## src/skip_call_pkg.sv

```systemverilog
// Package with instruction types, widths and carrier structs
package skip_call_pkg;
  localparam int PC_W = 10;
  localparam int DATA_W = 8;
  localparam int REG_ADDR_W = 6;
  localparam int BIT_SEL_W = 3;
  localparam int HIGH_W = 2;
  localparam int SP_W = 3;
  localparam logic [PC_W-1:0] PC_RESET = 10'h000;
  localparam logic [SP_W-1:0] SP_RESET = 3'h0;
  localparam logic [SP_W-1:0] SP_STEP = 3'h1;
  localparam logic [PC_W-1:0] PC_STEP = 10'h001;

  typedef enum logic [2:0] {
    OP_NONE = 3'b000,
    OP_TEST_BIT_SKIP_IF_CLEAR = 3'b001,
    OP_TEST_BIT_SKIP_IF_SET = 3'b010,
    OP_CALL_IMMEDIATE = 3'b011,
    OP_CALL_VIA_ACCUMULATOR = 3'b100
  } op_t;

  typedef struct packed {
    op_t op;
    logic [REG_ADDR_W-1:0] reg_addr;
    logic [BIT_SEL_W-1:0] bit_sel;
    logic [DATA_W-1:0] address;
  } instr_t;

  typedef struct packed {
    logic push;
    logic [SP_W-1:0] sp;
    logic [PC_W-1:0] data;
  } push_t;

  typedef enum logic [1:0] {
    ST_RUN = 2'b00,
    ST_SKIP = 2'b01,
    ST_CALL = 2'b10
  } state_t;
endpackage : skip_call_pkg

```

## src/bit_tester.sv

```systemverilog
// Selected-bit test for the two skip instructions
`timescale 1ns/10ps
module bit_tester (
  input wire logic [skip_call_pkg::DATA_W-1:0] reg_data,
  input wire logic [skip_call_pkg::BIT_SEL_W-1:0] bit_sel,
  input wire logic want_set,
  output logic skip
);
  always_comb begin
    skip = (reg_data[bit_sel] == want_set);
  end
endmodule : bit_tester

```

## src/bit_skip_and_call_exec.sv

```systemverilog
// Execution of bit-test-skip and subroutine-call instructions
// How it works
// - Skip next when addressed register bit clear
// - Skip next when addressed register bit set
// - Skip discards fetched instruction, runs no-op
// - Calls push PC plus one, two cycles
// - Immediate call: {buffer[1:0], operand} into PC
// - Accumulator call: {pointer[1:0], accumulator} into PC
`timescale 1ns/10ps
module bit_skip_and_call_exec (
  input wire logic clk,
  input wire logic rst,
  input wire logic instr_valid,
  input wire skip_call_pkg::instr_t instr,
  input wire logic [skip_call_pkg::DATA_W-1:0] reg_data,
  input wire logic [skip_call_pkg::DATA_W-1:0] accumulator,
  input wire logic [skip_call_pkg::DATA_W-1:0] program_high_buffer,
  input wire logic [skip_call_pkg::DATA_W-1:0] table_high_pointer,
  output logic [skip_call_pkg::REG_ADDR_W-1:0] reg_addr,
  output logic [skip_call_pkg::PC_W-1:0] pc,
  output logic busy,
  output logic flush,
  output skip_call_pkg::push_t stack_push
);
  skip_call_pkg::state_t state_r, state_nxt;
  logic [skip_call_pkg::PC_W-1:0] pc_r, pc_nxt;
  logic [skip_call_pkg::SP_W-1:0] sp_r, sp_nxt;
  skip_call_pkg::push_t push_r, push_nxt;
  logic flush_r, flush_nxt;
  logic busy_r, busy_nxt;
  logic [skip_call_pkg::REG_ADDR_W-1:0] addr_r, addr_nxt;
  logic skip_hit;
  logic is_test;

  always_comb begin
    is_test = instr_valid &&
      (instr.op == skip_call_pkg::OP_TEST_BIT_SKIP_IF_CLEAR ||
       instr.op == skip_call_pkg::OP_TEST_BIT_SKIP_IF_SET);
  end

  bit_tester u_bit_tester (
    .reg_data(reg_data),
    .bit_sel(instr.bit_sel),
    .want_set(instr.op == skip_call_pkg::OP_TEST_BIT_SKIP_IF_SET),
    .skip(skip_hit)
  );

  always_comb begin
    state_nxt = state_r;
    pc_nxt = pc_r;
    sp_nxt = sp_r;
    push_nxt = push_r;
    push_nxt.push = 1'b0;
    flush_nxt = 1'b0;
    addr_nxt = instr.reg_addr;
    case (state_r)
      skip_call_pkg::ST_RUN: begin
        if (instr_valid) begin
          pc_nxt = pc_r + skip_call_pkg::PC_STEP;
          case (instr.op)
            skip_call_pkg::OP_TEST_BIT_SKIP_IF_CLEAR,
            skip_call_pkg::OP_TEST_BIT_SKIP_IF_SET: begin
              if (is_test && skip_hit) begin
                state_nxt = skip_call_pkg::ST_SKIP;
                flush_nxt = 1'b1;
              end
            end
            skip_call_pkg::OP_CALL_IMMEDIATE: begin
              push_nxt.push = 1'b1;
              push_nxt.sp = sp_r;
              push_nxt.data = pc_r + skip_call_pkg::PC_STEP;
              sp_nxt = sp_r + skip_call_pkg::SP_STEP;
              pc_nxt = {program_high_buffer[skip_call_pkg::HIGH_W-1:0],
                        instr.address};
              state_nxt = skip_call_pkg::ST_CALL;
              flush_nxt = 1'b1;
            end
            skip_call_pkg::OP_CALL_VIA_ACCUMULATOR: begin
              push_nxt.push = 1'b1;
              push_nxt.sp = sp_r;
              push_nxt.data = pc_r + skip_call_pkg::PC_STEP;
              sp_nxt = sp_r + skip_call_pkg::SP_STEP;
              pc_nxt = {table_high_pointer[skip_call_pkg::HIGH_W-1:0],
                        accumulator};
              state_nxt = skip_call_pkg::ST_CALL;
              flush_nxt = 1'b1;
            end
            default: begin
            end
          endcase
        end
      end
      skip_call_pkg::ST_SKIP: begin
        // No-op slot replaces the discarded instruction
        pc_nxt = pc_r + skip_call_pkg::PC_STEP;
        state_nxt = skip_call_pkg::ST_RUN;
      end
      skip_call_pkg::ST_CALL: begin
        state_nxt = skip_call_pkg::ST_RUN;
      end
      default: begin
        state_nxt = skip_call_pkg::ST_RUN;
      end
    endcase
    // Busy flag registered so the port comes straight from a flip-flop
    busy_nxt = (state_nxt != skip_call_pkg::ST_RUN);
  end

  always_ff @(posedge clk or posedge rst) begin
    if (rst) begin
      state_r <= skip_call_pkg::ST_RUN;
      pc_r <= skip_call_pkg::PC_RESET;
      sp_r <= skip_call_pkg::SP_RESET;
      push_r <= '0;
      flush_r <= 1'b0;
      busy_r <= 1'b0;
      addr_r <= '0;
    end else begin
      state_r <= state_nxt;
      pc_r <= pc_nxt;
      sp_r <= sp_nxt;
      push_r <= push_nxt;
      flush_r <= flush_nxt;
      busy_r <= busy_nxt;
      addr_r <= addr_nxt;
    end
  end

  assign reg_addr = addr_r;
  assign pc = pc_r;
  assign busy = busy_r;
  assign flush = flush_r;
  assign stack_push = push_r;
endmodule : bit_skip_and_call_exec

```

## config.mk

```make
export PLATFORM = sky130hd
export DESIGN_NAME = bit_skip_and_call_exec
export DESIGN_NICKNAME = d
export VERILOG_FILES = /design/src/skip_call_pkg.sv /design/src/bit_tester.sv /design/src/bit_skip_and_call_exec.sv
export SDC_FILE = /design/constraint.sdc
export NUM_CORES = 1
export LEC_CHECK = 0
export CAP_MARGIN = 5
export CORE_MARGIN = 10
export CORE_UTILIZATION = 55
export CTS_CLUSTER_DIAMETER = 80
export DETAILED_ROUTE_END_ITERATION = 10
export DONT_BUFFER_PORTS = 1
export PLACE_DENSITY = 0.75
export SYNTH_ARGS = -nofsm -noshare
export SYNTH_HDL_FRONTEND = slang
export SYNTH_SLANG_ARGS = --single-unit
```

## constraint.sdc

```tcl
create_clock -name clk -period 3.5 [get_ports clk]
set_input_delay 0 -clock clk [delete_from_list [all_inputs] [get_ports clk]]
set_output_delay 0 -clock clk [all_outputs]
set_load 0.02 [all_outputs]
```

# After elaboration in Yosys (flattened, before gate mapping)
# Index checks and enable logic that the tools add are counted.
dict set report word_totals {
  register_bits 37
  input_bits 55
}
dict set report classes {
  add_sub_neg 2
  magnitude_cmp 1
  eq_ne 7
  mux 16
  reduce_logical 10
}
# op n
set ops {}
lappend ops {{$mux W14} 3}
lappend ops {{$pmux W10 S2} 2}
lappend ops {{$add A10 B1 Y10 const B} 1}
lappend ops {{$mux W10} 1}
lappend ops {{$eq A3 B2 Y1 const B} 2}
lappend ops {{$mux W2} 3}
lappend ops {{$lt A3 B4 Y1 const B} 1}
lappend ops {{$mux W1} 4}
lappend ops {{$pmux W2 S2} 1}
lappend ops {{$reduce_bool A2 Y1} 2}
lappend ops {{$reduce_or A2 Y1} 2}
lappend ops {{$add A3 B1 Y3 const B} 1}
lappend ops {{$bmux W1 S3} 1}
lappend ops {{$eq A3 B1 Y1 const B} 1}
lappend ops {{$eq A3 B3 Y1 const B} 1}
lappend ops {{$reduce_and A3 Y1} 1}
lappend ops {{$eq A2 B1 Y1 const B} 1}
lappend ops {{$logic_and A1 B1 Y1} 2}
lappend ops {{$logic_not A2 Y1} 1}
lappend ops {{$ne A2 B2 Y1 const B} 1}
lappend ops {{$pmux W1 S2} 1}
lappend ops {{$reduce_and A2 Y1} 1}
lappend ops {{$eq A1 B1 Y1} 1}
lappend ops {{$logic_or A1 B1 Y1} 1}

# Logic depth before layout (Yosys ltp)
dict set report logic_depth {
  word_depth 9
  ltp_mapped 7
}

# Cells and area by module
# A second synthesis with hierarchy kept.
dict set report unflattened {
  cells_unflattened 168
  area_unflattened_um2 1868.0
}
# mod n_inst cells_per_inst area_per_inst_um2
set by_module_without_submodules {}
lappend by_module_without_submodules {bit_skip_and_call_exec 1 161 1791.7}
lappend by_module_without_submodules {bit_tester 1 7 76.3}

# Least setup slack after synthesis
# OpenSTA, ideal clock, no wires.
dict set report synth_path {
  path_type {reg-to-reg}
  startpoint {register pc_r, in the netlist pc[0]}
  endpoint {register pc_r, in the netlist pc[8]}
  arrival_ns 1.594
  required_time_ns 3.405
  setup_slack_ns 1.811
  path_stages_with_launch 7
  path_buffers 1
  period_less_slack_ns 1.689
  path_cell_list {dfrtp_1 > ha_1 > and3_1 > clkbuf_1 > nand3_1 > xor2_1 > o31ai_1}
}
dict set report synth_via {
  elab_chain_len 4
}
# element line_no
set synth_rtl {}
lappend synth_rtl {{start, declared} bit_skip_and_call_exec.sv:26} ;# logic [skip_call_pkg::PC_W-1:0] pc_r, pc_nxt;
lappend synth_rtl {{start signal, assigned} bit_skip_and_call_exec.sv:112} ;# pc_r <= skip_call_pkg::PC_RESET;
lappend synth_rtl {{start signal, assigned} bit_skip_and_call_exec.sv:120} ;# pc_r <= pc_nxt;
lappend synth_rtl {{$add A10 B1 Y10 (*)} {bit_skip_and_call_exec.sv:59, bit_skip_and_call_exec.sv:95}}
lappend synth_rtl {{$pmux W10 S2} bit_skip_and_call_exec.sv:60} ;# case (instr.op)
lappend synth_rtl {{$mux W10} bit_skip_and_call_exec.sv:58} ;# if (instr_valid) begin
lappend synth_rtl {{$pmux W10 S2 (*)} bit_skip_and_call_exec.sv:56} ;# case (state_r)
# Every way passes the cells marked *; elsewhere a longest branch is shown, timed or not. The select of a mux whose other input is x is not followed.
# A chain may end at the register's enable or synchronous reset.

# Worst setup path after layout
dict set report layout_path {
  startpoint {register state_r[1]}
  endpoint {register busy_r (netlist: busy)}
}
dict set report layout_via {
  elab_chain_len 5
}
# element line_no
set layout_rtl {}
lappend layout_rtl {{start, declared} bit_skip_and_call_exec.sv:25} ;# skip_call_pkg::state_t state_r, state_nxt;
lappend layout_rtl {{start signal, assigned} bit_skip_and_call_exec.sv:111} ;# state_r <= skip_call_pkg::ST_RUN;
lappend layout_rtl {{start signal, assigned} bit_skip_and_call_exec.sv:119} ;# state_r <= state_nxt;
lappend layout_rtl {{$mux W2} bit_skip_and_call_exec.sv:63} ;# if (is_test && skip_hit) begin
lappend layout_rtl {{$pmux W2 S2} bit_skip_and_call_exec.sv:60}
lappend layout_rtl {{$mux W2} bit_skip_and_call_exec.sv:58}
lappend layout_rtl {{$mux W2 (*)} bit_skip_and_call_exec.sv:56}
lappend layout_rtl {{$reduce_bool A2 Y1 (*)} bit_skip_and_call_exec.sv:106} ;# busy_nxt = (state_nxt != skip_call_pkg::ST_RUN);
lappend layout_rtl {{net busy_nxt} bit_skip_and_call_exec.sv:30} ;# logic busy_r, busy_nxt;
lappend layout_rtl {{end signal, assigned} bit_skip_and_call_exec.sv:124} ;# busy_r <= busy_nxt;
lappend layout_rtl {{end, declared} bit_skip_and_call_exec.sv:30}
# Mark *: on every way through the listed nets, which the timed path passes. The rest lies on a longest branch.

==> impl_metrics.py <==
metrics = {
    "cells_and_area": {
        "final_cells": 230,
        "area_growth_pct": 16.1,
        "layout_commonest_cell": "dfrtp_1",
        "drive_gt1_frac": 0.0699,
        "n_antenna_cell": 0,
        "nets": 242,
        "layout_common_cells": "dfrtp_1 (37), dlygate4sd3_1 (20), nand2_1 (15)",
    },
    "power": {
        "p_int_w": 0.000870,
        "powerDensity_mw_per_mm2": 667,
        "p_leak_nw": 0.913,
        "pwr-share-clk": 0.212,
        "ir_worst_vdd_v": 0.000267,
        "p_comb_frac": 0.199,
        "power_switching_share": 0.388,
        "switching_power_w": 0.000551,
        "seq_power_share": 0.588,
    },
    "grt": {
        "antenna_found_initial": 0,
        "grt_pass1_vias": 1480,
        "grt_usage": 0.145,
        "grt_overflow": 0,
        "grt_pass1_wl_um": 7210,
        "grt_max_degree": 31,
    },
    "drt": {
        "ant_nets": 0,
        "drc": 0,
        "vias": 1425,
        "route.met2.wl_um": 1980,
        "totalWireLength_um": 4470,
        "wl_per_cell_um": 19.5,
        "first_pass_iters": 5,
        "wl_met1_um": 1830,
        "route.met3.wl_um": 587,
        "drtIter0Drc": 94,
        "top_layer": "met4",
        "viasPerCell": 6.20,
    },
    "clocking": {
        "clk_path_buf_depth": 2,
        "clockRootBuffer": "clkbuf_4",
        "cts_sinks": 37,
        "post-cts-setup-buffer-count": 0,
        "clock_latency_ns": 0.33,
        "cts_buffers": 5,
        "cts_hold_buf": 20,
        "clk_pin_slew_ns": 0.11,
        "cts_max_level": 2,
        "postCtsResizedCells": 0,
        "cts_tree": "done",
    },
    "setup_path": {
        "worstPathArrival_ns": 2.46,
        "worst_setup_path_end_kind": "register",
        "crit_path_max_fanout": 30,
        "worst-setup-path-type": "register to register",
        "worstSetupStartpointType": "register",
        "worstPathRequired_ns": 3.77,
    },
    "synthesis": {
        "synth_top_family_by_area": "compound AO/OA/AOI/OAI gates",
        "async_flop_share": 1.00,
        "synth_compound_area_frac": 0.179,
        "synthSimpleGateAreaFrac": 0.141,
        "syn-num-nets": 226,
        "synth_xor_area_frac": 0.0477,
        "avgSynthCellArea_sq_um": 10.9,
        "yosysWarnings": 0,
        "synthFlopType": "dfrtp_1",
        "synthCells": 169,
        "ys_types": 41,
        "ys_ff_latch": 37,
        "synthAdderAreaFrac": 0.0136,
        "netlist_area_sq_mm": 0.00184,
        "yosysSeqAreaShare": 0.504,
        "synth_enable_flop_cells": 0,
        "synthMuxAreaShare": 0.0709,
    },
    "floorplan": {
        "die_area_sq_mm": 0.00605,
        "pin_count": 87,
        "start_util": 0.587,
        "core_area_sq_mm": 0.00313,
        "rows": 20,
        "die_height_um": 77.8,
        "die_w_um": 77.8,
    },
    "outcome": {
        "status": "complete, no violations",
    },
    "sta": {
        "setup_viol": 0,
        "fmax_mhz": 458,
        "worst_slew_pin_slew_ns": 1.16,
        "hold_viol": 0,
        "relSlewSlack": 0.227,
        "drv_slew": 0,
        "period_needed_ns": 2.18,
        "grt_setup_unrepaired": "false",
        "finalClockSkew_ns": 0.00658,
        "timing.final.crit_share": 0.624,
        "finalSetupTns_ns": 0,
    },
    "placement": {
        "port_buffers": 0,
        "placedCellCount": 202,
        "dpl.hpwl_um": 3270,
        "gp_congestion": 0.839,
    },
    "job": {
        "maxCapViolCount": 0,
    },
    "worst_hold_path": {
        "hold_class": "primary input to register",
    },
}
==> flip-flops by register name, indices dropped and copies added, names as in the netlist <==
signal	flops
stack_push	14
sp_r	3
state_r	2
pc	10
busy	1
flush	1
reg_addr	6
==> synthesized netlist by cell type (2+ instances only) <==
cell | count | area [sq um]
dfrtp_1 | 37 | 926
nand2_1 | 15 | 56.3
o21ai_1 | 14 | 70.1
a22oi_1 | 10 | 75.1
xnor2_1 | 8 | 70.1
clkbuf_1 | 7 | 26.3
inv_1 | 6 | 22.5
nand3_1 | 6 | 30.0
a22o_1 | 5 | 43.8
nor3_1 | 5 | 25.0
and3_1 | 4 | 25.0
mux2_1 | 4 | 45.0
nor2_1 | 4 | 15.0
o32ai_1 | 4 | 35.0
buf_2 | 3 | 15.0
nor2b_1 | 3 | 18.8
o21ai_0 | 3 | 15.0
a211o_1 | 2 | 17.5
ha_1 | 2 | 25.0
mux4_1 | 2 | 52.6
nor4b_1 | 2 | 17.5
o21a_1 | 2 | 15.0
o221ai_1 | 2 | 17.5
xor2_1 | 2 | 17.5
==> power by group through the flow <==
| stage | sequential (W) | combinational (W) | clock, W |
|---|---|---|---|
| global placement | 0.000841 | 0.000247 | 0 |
| CTS | 0.000841 | 0.000287 | 0.000310 |
| global route | 0.000863 | 0.000322 | 0.000330 |
| detailed placement | 0.000850 | 0.000269 | 0 |
| finish | 0.000836 | 0.000283 | 0.000301 |
| floorplan | 0.000789 | 0.000233 | 0 |
==> logic make-up after synthesis <==
| group | count (synthesis) |
|---|---|
| xor+xnor | 10 |
| mux | 8 |
| flops | 37 |
| simple gates | 47 |
| compound gates | 47 |
| buf+inv | 18 |
| fa+ha+maj | 2 |
==> path summary, 6_finish.rpt <==
path                                      start                         to  slack (ns)  cells after the start
max                        state_r[1]$_DFF_PP0_             busy$_DFF_PP0_        1.32                      4
min reg2reg                 sp_r[2]$_DFFE_PP0P_        sp_r[2]$_DFFE_PP0P_        0.49                      1
max in group asynchronous                   rst  stack_push[8]$_DFFE_PP0P_        2.75                      3
min in group asynchronous                   rst  stack_push[0]$_DFFE_PP0P_        0.08                      2
max reg2reg                state_r[1]$_DFF_PP0_             busy$_DFF_PP0_        1.32                      4
min                              accumulator[4]          pc[4]$_DFFE_PP0P_        0.03                      3
==> metal layers <==
layer	GRT usage	vias up
met2	0.219	93
li1	-	650
met5	0	-
met3	0.0818	8
met1	0.172	674
met4	0.0438	0
==> metrics by stage <==
stage / hold WS (ns) / worst slack [ns] / utilization / total power, W / cell area, sq um
5_1_grt: 0.0265 / 1.19 / 0.681 / 0.00152 / 2130
4_1_cts: 0.0165 / 1.31 / 0.681 / 0.00144 / 2130
2_1_floorplan: 0.0314 / 1.81 / - / 0.00102 / 1840
6_report: 0.0346 / 1.32 / 0.681 / 0.00142 / 2130
3_3_place_gp: -0.129 / 1.61 / 0.590 / 0.00109 / 1850
3_5_place_dp: -0.121 / 1.56 / 0.590 / 0.00112 / 1850
==> area by class of cell <==
cell class	instances	area (sq um)
clock inverters	1	30.0
inverters	6	22.5
fillers	237	997
multi-input cells	114	835
flip-flops and latches	37	926
clock buffers	7	55.1
well taps	44	55.1
repair buffers	21	208
==> critical path, stage by stage (launching register included) <==
cell and delay, ns:
dfrtp_1 0.43, or3b_1 0.45, o21bai_2 0.51, nand3_1 0.17
dlygate4sd3_1 0.55
Power figures use the tool's default switching activity.
